### config.mk
export PLATFORM = sky130hd
export DESIGN_NAME = sbtrim_bank
export DESIGN_NICKNAME = d
export VERILOG_FILES = /design/src/rtl/sbtrim_bank.v
export VERILOG_INCLUDE_DIRS = /design/src /design/src/rtl
export SDC_FILE = /design/constraint.sdc
export NUM_CORES = 1
export LEC_CHECK = 0
export BUFFER_PORTS_ARGS = -buffer_cell sky130_fd_sc_hd__buf_2
export CORE_MARGIN = 2
export CORE_UTILIZATION = 40
export CTS_BUF_LIST = sky130_fd_sc_hd__clkbuf_2
export DETAILED_ROUTE_END_ITERATION = 10
export PLACE_DENSITY = 0.67
export SLEW_MARGIN = 20
export SYNTH_ARGS = -nofsm -noshare
export SYNTH_HDL_FRONTEND = slang
export SYNTH_SLANG_ARGS = --single-unit
### constraint.sdc
create_clock -name clk -period 1.5 [get_ports clk]
set_input_delay 0.15 -clock clk [delete_from_list [all_inputs] [get_ports clk]]
set_output_delay 0.15 -clock clk [all_outputs]
set_load 0.1 [all_outputs]
### src/rtl/sbtrim_regs.vh
// Offsets, field positions, reset values and decode codes of the trim registers
`ifndef SBTRIM_REGS_VH
`define SBTRIM_REGS_VH

// ----------------------------------------
// Address windows
// ----------------------------------------
`define SBTRIM_BASE_BLOCKING 16'h0200
`define SBTRIM_BASE_NONBLOCKING 16'h0300
`define SBTRIM_WINDOW_MASK 16'hff00
`define SBTRIM_OFFS_SLEEP_BANDGAP_TRIM 8'hf2
`define SBTRIM_OFFS_ADC_OFFSET_TRIM 8'hf3

// ----------------------------------------
// Sleep bandgap trim fields
// ----------------------------------------
`define SBTRIM_SLEEP_ENABLE_BIT 4
`define SBTRIM_SLEEP_LOCK_BIT 3
`define SBTRIM_SLEEP_CODE_MSB 2
`define SBTRIM_SLEEP_CODE_LSB 0
`define SBTRIM_SLEEP_RESET 8'h00
`define SBTRIM_SLEEP_RW_MASK 8'h1f
`define SBTRIM_SLEEP_CODE_DEFAULT 3'h0

// ----------------------------------------
// ADC offset trim fields
// ----------------------------------------
`define SBTRIM_ADC_ENABLE_BIT 7
`define SBTRIM_ADC_CODE_MSB 6
`define SBTRIM_ADC_CODE_LSB 4
`define SBTRIM_ADC_SPARE_MSB 3
`define SBTRIM_ADC_SPARE_LSB 0
`define SBTRIM_ADC_RESET 8'h00
`define SBTRIM_ADC_CODE_DEFAULT 3'h0

// ----------------------------------------
// Sleep trim step index (signed tenths of percent)
// ----------------------------------------
`define SBTRIM_SLP_M122 8'h86
`define SBTRIM_SLP_M82 8'hae
`define SBTRIM_SLP_M42 8'hd6
`define SBTRIM_SLP_0 8'h00
`define SBTRIM_SLP_P42 8'h2a
`define SBTRIM_SLP_P83 8'h53
`define SBTRIM_SLP_P125 8'h7d

// ----------------------------------------
// ADC offset step (signed hundredths of percent)
// ----------------------------------------
`define SBTRIM_ADC_0 13'h0000
`define SBTRIM_ADC_P798 13'h031e
`define SBTRIM_ADC_P1597 13'h063d
`define SBTRIM_ADC_P2395 13'h095b
`define SBTRIM_ADC_M2395 13'h16a5
`define SBTRIM_ADC_M1597 13'h19c3
`define SBTRIM_ADC_M798 13'h1ce2

`endif

### src/rtl/sbtrim_bank.v
// Sleep bandgap and ADC offset trim register bank on the die-to-die register port
`timescale 1ns/100ps
`include "sbtrim_regs.vh"
module sbtrim_bank (
    // Clock and reset
    input wire clk,
    input wire reset_n,
    // Register port
    input wire [15:0] reg_addr,
    input wire reg_write,
    input wire reg_read,
    input wire [7:0] reg_wdata,
    output reg [7:0] reg_rdata,
    output reg reg_hit,
    // Analog trim outputs
    output reg [2:0] sleep_mode_reference,
    output reg [7:0] sleep_trim_step,
    output reg sleep_trim_locked,
    output reg [2:0] adc_offset_compensation,
    output reg [12:0] adc_offset_step,
    output reg [3:0] spare_trim
);

    // ----------------------------------------
    // Register storage
    // ----------------------------------------
    reg [7:0] sleep_bandgap_trim;
    reg [7:0] adc_offset_trim;
    reg [7:0] next_sleep;
    reg [7:0] next_adc;
    reg [7:0] next_rdata;
    reg [2:0] next_slp_code;
    reg [2:0] next_adc_code;
    reg [7:0] next_slp_step;
    reg [12:0] next_adc_step;
    wire win_hit;
    wire sel_sleep;
    wire sel_adc;
    wire wr_sleep;
    wire wr_adc;
    wire rd_sleep;
    wire rd_adc;
    wire sleep_locked;
    wire sleep_enabled;
    wire adc_enabled;

    // ----------------------------------------
    // Address decode
    // ----------------------------------------
    assign win_hit = ((reg_addr & `SBTRIM_WINDOW_MASK) == `SBTRIM_BASE_BLOCKING) ||
                     ((reg_addr & `SBTRIM_WINDOW_MASK) == `SBTRIM_BASE_NONBLOCKING);
    assign sel_sleep = win_hit && (reg_addr[7:0] == `SBTRIM_OFFS_SLEEP_BANDGAP_TRIM);
    assign sel_adc = win_hit && (reg_addr[7:0] == `SBTRIM_OFFS_ADC_OFFSET_TRIM);
    assign sleep_locked = sleep_bandgap_trim[`SBTRIM_SLEEP_LOCK_BIT];
    assign sleep_enabled = sleep_bandgap_trim[`SBTRIM_SLEEP_ENABLE_BIT];
    assign adc_enabled = adc_offset_trim[`SBTRIM_ADC_ENABLE_BIT];

    // ----------------------------------------
    // Access strobes
    // ----------------------------------------
    assign wr_sleep = sel_sleep && reg_write;
    assign wr_adc = sel_adc && reg_write;
    assign rd_sleep = sel_sleep && reg_read;
    assign rd_adc = sel_adc && reg_read;

    // ----------------------------------------
    // Sleep trim write policy
    // ----------------------------------------
    always @* begin
        next_sleep = sleep_bandgap_trim;
        if (wr_sleep && !sleep_locked) begin
            if (reg_wdata[`SBTRIM_SLEEP_ENABLE_BIT]) begin
                // Code and lock may be set together with enable
                next_sleep = reg_wdata & `SBTRIM_SLEEP_RW_MASK;
            end else begin
                // Enable cleared: default code 0 applied (step SBTRIM_SLP_M122), code and lock held at default
                next_sleep = `SBTRIM_SLEEP_RESET;
            end
        end
    end

    // ----------------------------------------
    // ADC trim write policy
    // ----------------------------------------
    always @* begin
        next_adc = adc_offset_trim;
        if (wr_adc) begin
            // Whole byte kept; the enable only gates the applied code
            next_adc = reg_wdata;
        end
    end

    // ----------------------------------------
    // Sleep trim register; kept in low power, cleared by reset or by an unlocked write with enable clear
    // ----------------------------------------
    always @(posedge clk or negedge reset_n) begin
        if (!reset_n) begin
            sleep_bandgap_trim <= `SBTRIM_SLEEP_RESET;
        end else begin
            sleep_bandgap_trim <= next_sleep;
        end
    end

    // ----------------------------------------
    // ADC trim register; kept in low power, cleared by reset only
    // ----------------------------------------
    always @(posedge clk or negedge reset_n) begin
        if (!reset_n) begin
            adc_offset_trim <= `SBTRIM_ADC_RESET;
        end else begin
            adc_offset_trim <= next_adc;
        end
    end

    // ----------------------------------------
    // Read data
    // ----------------------------------------
    always @* begin
        next_rdata = 8'h00;
        if (rd_sleep) begin
            next_rdata = sleep_bandgap_trim & `SBTRIM_SLEEP_RW_MASK;
        end else if (rd_adc) begin
            next_rdata = adc_offset_trim;
        end
    end

    // ----------------------------------------
    // Trim decode
    // ----------------------------------------
    always @* begin
        next_slp_code = sleep_enabled ?
            sleep_bandgap_trim[`SBTRIM_SLEEP_CODE_MSB:`SBTRIM_SLEEP_CODE_LSB] :
            `SBTRIM_SLEEP_CODE_DEFAULT;
        next_adc_code = adc_enabled ?
            adc_offset_trim[`SBTRIM_ADC_CODE_MSB:`SBTRIM_ADC_CODE_LSB] :
            `SBTRIM_ADC_CODE_DEFAULT;
    end

    // ----------------------------------------
    // Sleep trim step table
    // ----------------------------------------
    always @* begin
        case (next_slp_code)
            3'h0: next_slp_step = `SBTRIM_SLP_M122;
            3'h1: next_slp_step = `SBTRIM_SLP_M82;
            3'h2: next_slp_step = `SBTRIM_SLP_M42;
            3'h3: next_slp_step = `SBTRIM_SLP_0;
            3'h4: next_slp_step = `SBTRIM_SLP_P42;
            3'h5: next_slp_step = `SBTRIM_SLP_P83;
            3'h6: next_slp_step = `SBTRIM_SLP_P125;
            default: next_slp_step = `SBTRIM_SLP_M122;
        endcase
    end

    // ----------------------------------------
    // ADC offset step table
    // ----------------------------------------
    always @* begin
        case (next_adc_code)
            3'h0: next_adc_step = `SBTRIM_ADC_0;
            3'h1: next_adc_step = `SBTRIM_ADC_P798;
            3'h2: next_adc_step = `SBTRIM_ADC_P1597;
            3'h3: next_adc_step = `SBTRIM_ADC_P2395;
            3'h4: next_adc_step = `SBTRIM_ADC_M2395;
            3'h5: next_adc_step = `SBTRIM_ADC_M1597;
            3'h6: next_adc_step = `SBTRIM_ADC_M798;
            default: next_adc_step = `SBTRIM_ADC_0;
        endcase
    end

    // ----------------------------------------
    // Register port outputs
    // ----------------------------------------
    always @(posedge clk or negedge reset_n) begin
        if (!reset_n) begin
            reg_rdata <= 8'h00;
            reg_hit <= 1'b0;
        end else begin
            reg_rdata <= next_rdata;
            reg_hit <= rd_sleep || rd_adc || wr_sleep || wr_adc;
        end
    end

    // ----------------------------------------
    // Applied sleep trim outputs
    // ----------------------------------------
    always @(posedge clk or negedge reset_n) begin
        if (!reset_n) begin
            sleep_mode_reference <= `SBTRIM_SLEEP_CODE_DEFAULT;
            sleep_trim_step <= `SBTRIM_SLP_M122;
            sleep_trim_locked <= 1'b0;
        end else begin
            sleep_mode_reference <= next_slp_code;
            sleep_trim_step <= next_slp_step;
            sleep_trim_locked <= sleep_locked;
        end
    end

    // ----------------------------------------
    // Applied ADC trim outputs
    // ----------------------------------------
    always @(posedge clk or negedge reset_n) begin
        if (!reset_n) begin
            adc_offset_compensation <= `SBTRIM_ADC_CODE_DEFAULT;
            adc_offset_step <= `SBTRIM_ADC_0;
            spare_trim <= 4'h0;
        end else begin
            adc_offset_compensation <= next_adc_code;
            adc_offset_step <= next_adc_step;
            spare_trim <= adc_offset_trim[`SBTRIM_ADC_SPARE_MSB:`SBTRIM_ADC_SPARE_LSB];
        end
    end

endmodule // sbtrim_bank

==> results.yml, run 1 <==
worst_setup_path:
  critical_path.cell_chain: "buf_2"
  worst_path_cell_with_the_longest_stage_delay: "buf_2"
  timing.critical_path.max_delay_family: "buffers and inverters"
  cp-start-kind: "flop"
  worstPathRequired_ns: 1.35
  cp_max_fo: 2
  total_buffers_and_inverters_traversed_by_the_critical_path: 1
  r2r_start: "adc_offset_trim[5]"
  critPathCaptureType: "output pin"
  timing.critical_path.slowest_cell_delay_ns: 0.43
  worst-setup-path-type: "reg -> out"
  crit_path_start: "sleep_trim_step[5]"
  cp.arrival_ns: 1.23
drt:
  drc_violations_left: 0
  vias_per_cell: 4.667
  finalWirelength_mm: 3.350
  firstDrtPassIters: 2
  detail_route.wl_per_cell_um: 12.01
  vias: 1302
  drtIter0Drc: 87
  postRouteAntennaNets: 0
final_layout:
  final_common_cell: "buf_2"
  layout-drive-gt1-share_pct: 42.73
  synthToLayoutAreaGrowth_pct: 30.65
  fillCellCount: 395
  final_net_count: 254
  final_core_util_pct: 54.62
  most_used_cells_in_the_layout_excluding_fill_and_tap_cells: "buf_2, dfrtp_1, nand2_1"
  insertedDiodeCount: 0
  finish.cell_count_without_fillers: 279
clock_tree:
  cts-root-buf: "clkbuf_2"
  clk_pin_slew_worst_paths_ns: 0.22
  cts.path.max_buffers: 2
  h_tree_depth: 2
  tritoncts: "done"
  cts.sink_count: 47
  num_cts_buffers: 5
  insertion_delay_ns: 0.41
logic_synthesis:
  syn_avg_cell_area_um2: 12.64
  top_cell_type_by_total_area_after_synthesis: "dfrtp_1"
  post_synth_xor_area_fraction_pct: 2.389
  synthCells: 145
  adder_cell_share_of_the_synthesized_area_pct: 0
  dominantRegCellSynth: "dfrtp_1"
  yosys_register_bits: 47
  netlist.area_leader.share_pct: 60.07
  synth-simple-area-share_pct: 13.38
  mappedNetlistArea_mm2: 0.001833
  synth_seq_area_share_pct: 64.37
  synth_cell_types: 27
  synthMuxAreaShare_pct: 10.44
  number_of_flops_mapped_to_enable_cells_by_yosys: 0
  synth_top_cells_by_area: "dfrtp_1, mux2_2, mux2i_1, dfstp_2, nand2_1"
  synth_warnings: 0
  synth_top_family_by_area: "simple AND/OR/NAND/NOR gates"
  synthesis.nets: 173
  synth_compound_area_share_pct: 4.096
  async_reset_ff_share_pct: 100.0
placement:
  detailed_place_hpwl_mm: 2.398
  dp_slack_ns: -0.1486
  gp_routability_congestion: 0.7813
  post-place-cells: 259
  place.port_buffers: 67
timing:
  timing.final.crit_period_ns: 1.382
  timing.clock.skew_ns: 0.02785
  final-hold-violation-count: 0
  slew_viol_final: 0
  worstMarginPinSlew_ns: 0.4920
  least_setup_slack_across_all_paths_after_layout_ns: 0.1176
  grt_setup_unrepaired: "false"
  max-slew-margin-rel_pct: 67.42
  achievable-frequency_ghz: 0.7234
  post-route-period-util_pct: 92.16
  setup_viol: 0
grt:
  first_global_vias: 1296
  grt_max_degree: 48
  grt_antenna_before_repair: 0
  groute.usage.overall_pct: 14.58
  grt_remaining_overflow: 0
  grt_first_pass_wirelength_mm: 5.720
floorplanning:
  floorplan.initialDensity_pct: 41.81
  core_area_mm2: 0.004384
  die_height_um: 71.70
  die-area_mm2: 0.005140
  floorplan.die.width_um: 71.70
  design.portCount: 69
  num_rows: 24
power:
  report.power.total_uw: 1871
  power_leakage_uw: 0.001434
  comb_power_share_pct: 6.3
  switching_share_pct: 22.75
  vdd_drop_max_mv: 0.3637
  p_clk_share_pct: 25.8
  netSwitchingPower_uw: 425.6
  power.share.sequential_pct: 67.9
  pwr_density_cell_mw_per_mm2: 781.3
  internal-power_uw: 1445
hold_path:
  timing.hold.worst.start: "reg_wdata[4]"
  hold_class: "in -> reg"
run:
  max_cap_viol: 0
run_status:
  outcome: "finished, final reports clean"
==> logic make-up after synthesis <==
logic type,Yosys count
xor gates and xnor gates,5
AOI/OAI and AO/OA,12
muxes,18
and+or+nand+nor,44
DFF,47
buffers and inverters,19
==> synthesized netlist by cell type (2+ instances only) <==
master and number:
a21oi_1 5, mux2_2 9, dfstp_2 3, xor2_1 2, dfrtp_1 44, nand2_1 17
and2_1 7, xnor2_1 3, inv_1 8, clkbuf_1 4, o21ai_0 3, and3_1 3
buf_4 7, nor2_1 8, nand2_2 2, mux2i_1 9
==> area by class of cell <==
| cell class | instances | area (µm²) | area share [%] |
|---|---|---|---|
| Clock buffer | 6 | 30.03 | 1.254 |
| Sequential cell | 47 | 1180 | 49.27 |
| Clock inverter | 2 | 7.507 | 0.3135 |
| Timing Repair Buffer | 85 | 520.5 | 21.73 |
| Multi-Input combinational cell | 79 | 561.8 | 23.46 |
| Tap cell | 52 | 65.06 | 2.717 |
| Inverter | 8 | 30.03 | 1.254 |
==> registers in the layout, summed over array words and instances, names as in the netlist <==
signal,count
spare_trim,4
adc_offset_compensation,3
adc_offset_step,8
reg_hit,1
sleep_bandgap_trim,5
reg_rdata,8
sleep_mode_reference,3
sleep_trim_step,6
sleep_trim_locked,1
adc_offset_trim,8
==> power groups by stage <==
stage,Clock [µW],Sequential (µW),Combinational [µW]
2_1_floorplan,0,1290,22.6
3_3_place_gp,0,1290,95.8
3_5_place_dp,0,1290,97.8
4_1_cts,508,1270,119
5_1_grt,572,1270,132
6_report,483,1270,117
==> routing by layer <==
metal / GRT usage [%] / share of wire (%)
met1: 17.57 / 43
met2: 23.97 / 49
met5: 0 / 0
met4: 8.805 / 2.7
met3: 3.094 / 5.8
==> tightest hold or removal path, stage by stage <==
cell     delay [ns]
buf_2          0.14
nand2_1        0.07
mux2i_1        0.06
==> metrics by stage <==
step / hold WS (ns) / instance area [µm²] / TNS, ns
final: 0.04233 / 2395 / 0
after floorplan: -0.1456 / 1839 / -0.02093
after global placement: 0.1460 / 2230 / -2.025
after CTS: 0.003371 / 2385 / 0
after global routing: 0.00003864 / 2395 / 0
after detailed placement: 0.1535 / 2230 / -2.374
==> repair_timing <==
| action | in CTS | in global routing |
|---|---|---|
| hold endpoints to repair | 59 | 1 |
| hold buffers | 11 | 1 |
| buffers inserted | 0 | 0 |
| resized for setup | 3 | 0 |
| endpoints found under the setup margin | 3 | 0 |
==> final timing paths <==
check / end / slack, ns / cells past startpoint
setup / recovery: sleep_trim_step[5] / 0.12 / 1
hold / removal: sleep_bandgap_trim[2] / 0.04 / 3
setup reg to reg: adc_offset_step[11] / 0.34 / 4
hold reg to reg: spare_trim[1] / 0.44 / 0
max in group asynchronous: sleep_trim_step[2] / 0.99 / 3
min in group asynchronous: reg_hit / 0.21 / 3
Power figures use the tool's default switching activity.
==> inputs of run 2 (changes only) <==
ABC_AREA = 1   (was unset)
HOLD_SLACK_MARGIN = 0.03   (was unset)
PLACE_DENSITY = 0.66   (was 0.67)
==> results.yml, run 2 <==
run_status:
  outcome: "finished, final reports clean"
worst_setup_path:
  timing.critical_path.max_delay_family: "flip-flops"
  cp_max_fo: 1
  cp.arrival_ns: 1.23
  timing.critical_path.slowest_cell_delay_ns: 0.56
  cp-start-kind: "flop"
  critPathCaptureType: "output pin"
  worst-setup-path-type: "reg -> out"
  critical_path.cell_chain: "buf_4"
  worstPathRequired_ns: 1.35
  worst_path_cell_with_the_longest_stage_delay: "dfstp_2"
  total_buffers_and_inverters_traversed_by_the_critical_path: 1
clock_tree:
  h_tree_depth: 2
  tritoncts: "done"
  insertion_delay_ns: 0.40
  clk_pin_slew_worst_paths_ns: 0.19
  cts_setup_buffers: 0
  cts.path.max_buffers: 2
  cts-root-buf: "clkbuf_2"
  cts.sink_count: 47
  num_cts_buffers: 5
logic_synthesis:
  most_frequent_cell_after_synthesis: "nand2_1"
  number_of_flops_mapped_to_enable_cells_by_yosys: 0
  mappedNetlistArea_mm2: 0.001947
  yosys_register_bits: 47
  top_cell_type_by_total_area_after_synthesis: "dfrtp_1"
  synth_cell_types: 24
  synth_top_cells_by_area: "dfrtp_1, nand2_1, inv_1, dfstp_2, nand2_2"
  synth_commonest_cells: "nand2_1, dfrtp_1, inv_1, o21ai_0, nand2_2"
  synth_warnings: 0
  dominantRegCellSynth: "dfrtp_1"
  synthesis.nets: 228
  synthCells: 200
  netlist.area_leader.share_pct: 56.56
  syn_avg_cell_area_um2: 9.734
  synth_seq_area_share_pct: 60.60
  async_reset_ff_share_pct: 100.0
drt:
  drc_violations_left: 0
  highest-signal-layer: "met4"
  firstDrtPassIters: 4
  finalWirelength_mm: 3.548
  postRouteAntennaNets: 0
  route.layer.met1.wl_mm: 1.624
  met3RoutedLength_um: 227
  detail_route.wl_per_cell_um: 10.34
  drtIter0Drc: 52
  vias_per_cell: 4.379
  wl_met2_mm: 1.601
  vias: 1502
grt:
  grt_antenna_before_repair: 0
  grt_first_pass_wirelength_mm: 6.009
  grt_max_degree: 31
  grt_remaining_overflow: 0
  first_global_vias: 1414
  groute.usage.overall_pct: 14.82
floorplanning:
  floorplan.initialDensity_pct: 41.22
  core_area_mm2: 0.004723
  die_height_um: 73.77
  floorplan.die.width_um: 73.77
  num_rows: 25
  design.portCount: 69
  die-area_mm2: 0.005441
power:
  power_leakage_uw: 0.001491
  vdd_drop_max_mv: 0.2612
  pwr_density_cell_mw_per_mm2: 746.5
timing:
  timing.clock.skew_ns: 0.01267
  slew_viol_final: 0
  post-route-period-util_pct: 92.25
  timing.final.crit_period_ns: 1.384
  final.setup.tns_ns: 0
  grt_setup_unrepaired: "false"
  worstMarginPinSlew_ns: 0.4901
  achievable-frequency_ghz: 0.7227
  setup_viol: 0
  final-hold-violation-count: 0
  max-slew-margin-rel_pct: 67.55
  hold-worst-slack_ns: 0.1628
placement:
  placed_area_mm2: 0.002318
  detailed_place_hpwl_mm: 2.702
  place.port_buffers: 67
  gp_routability_congestion: 0.8337
  post-place-cells: 326
final_layout:
  most_used_cells_in_the_layout_excluding_fill_and_tap_cells: "buf_2, nand2_1, dfrtp_1"
  finish.cell_count_without_fillers: 343
  layout-drive-gt1-share_pct: 35.14
  synthToLayoutAreaGrowth_pct: 26.67
  fin_area_mm2: 0.002466
  insertedDiodeCount: 0
  final_net_count: 305
  final_common_cell: "buf_2"
  final_core_util_pct: 52.21
  largestRegisters: "adc_offset_step (8), adc_offset_trim (8), reg_rdata (8)"
hold_path:
  hold_class: "in -> reg"
run:
  max_cap_viol: 0
## run 2: what timing repair did
item	4_1_cts	5_1_grt
endpoints found under the setup margin	3	0
endpoints found under the hold margin	58	1
resized for setup	3	0
hold buffers	10	1
## run 2: cell families after synthesis
group                  after synthesis  synth area share, %
buffers and inverters               37                8.869
and+or+nand+nor                     95                24.42
DFF                                 47                60.60
AOI/OAI and AO/OA                   21                6.106
## run 2: layout make-up
| cell class | instances | area (µm²) |
|---|---|---|
| Inverter | 28 | 105.1 |
| Sequential cell | 47 | 1180 |
| Timing Repair Buffer | 79 | 473.0 |
| Clock buffer | 6 | 30.03 |
| Tap cell | 67 | 83.83 |
| Fill cell | 440 | 2257 |
| Multi-Input combinational cell | 116 | 594.3 |
## run 2: path summary, 6_finish.rpt
check                                   start                  end  slack, ns  cells after the start
max                        sleep_trim_step[1]   sleep_trim_step[1]       0.12                      1
min                               reg_addr[2]              reg_hit       0.16                      6
min reg2reg                adc_offset_trim[3]        spare_trim[3]       0.43                      0
min in group asynchronous             reset_n   adc_offset_trim[2]       0.19                      2
max reg2reg                adc_offset_trim[5]  adc_offset_step[11]       0.31                      4
max in group asynchronous             reset_n   sleep_trim_step[6]       0.82                      3
## run 2: per-stage QoR
stage | setup WS [ns] | total power, µW
5_1_grt | 0.05430 | 1935
3_3_place_gp | 0.1740 | 1397
2_1_floorplan | 0.02603 | 1325
4_1_cts | 0.09147 | 1868
3_5_place_dp | 0.1494 | 1399
6_report | 0.1163 | 1841
## run 2: where the power goes
| part | internal, µW | total [µW] | leakage [µW] | switching (µW) |
|---|---|---|---|---|
| clock network | 105 | 445 | 0.0000249 | 339 |
| registers | 1270 | 1270 | 0.000600 | 0.397 |
| logic | 57.2 | 126 | 0.000867 | 68.9 |
| total | 1430 | 1840 | 0.00149 | 409 |
## run 2: routing by layer
| metal | global-route usage [%] | vias up |
|---|---|---|
| met1 | 18.82 | 662 |
| met3 | 4.390 | 9 |
| li1 | - | 773 |
| met5 | 0 | - |
| met2 | 22.32 | 58 |
| met4 | 8.687 | 0 |
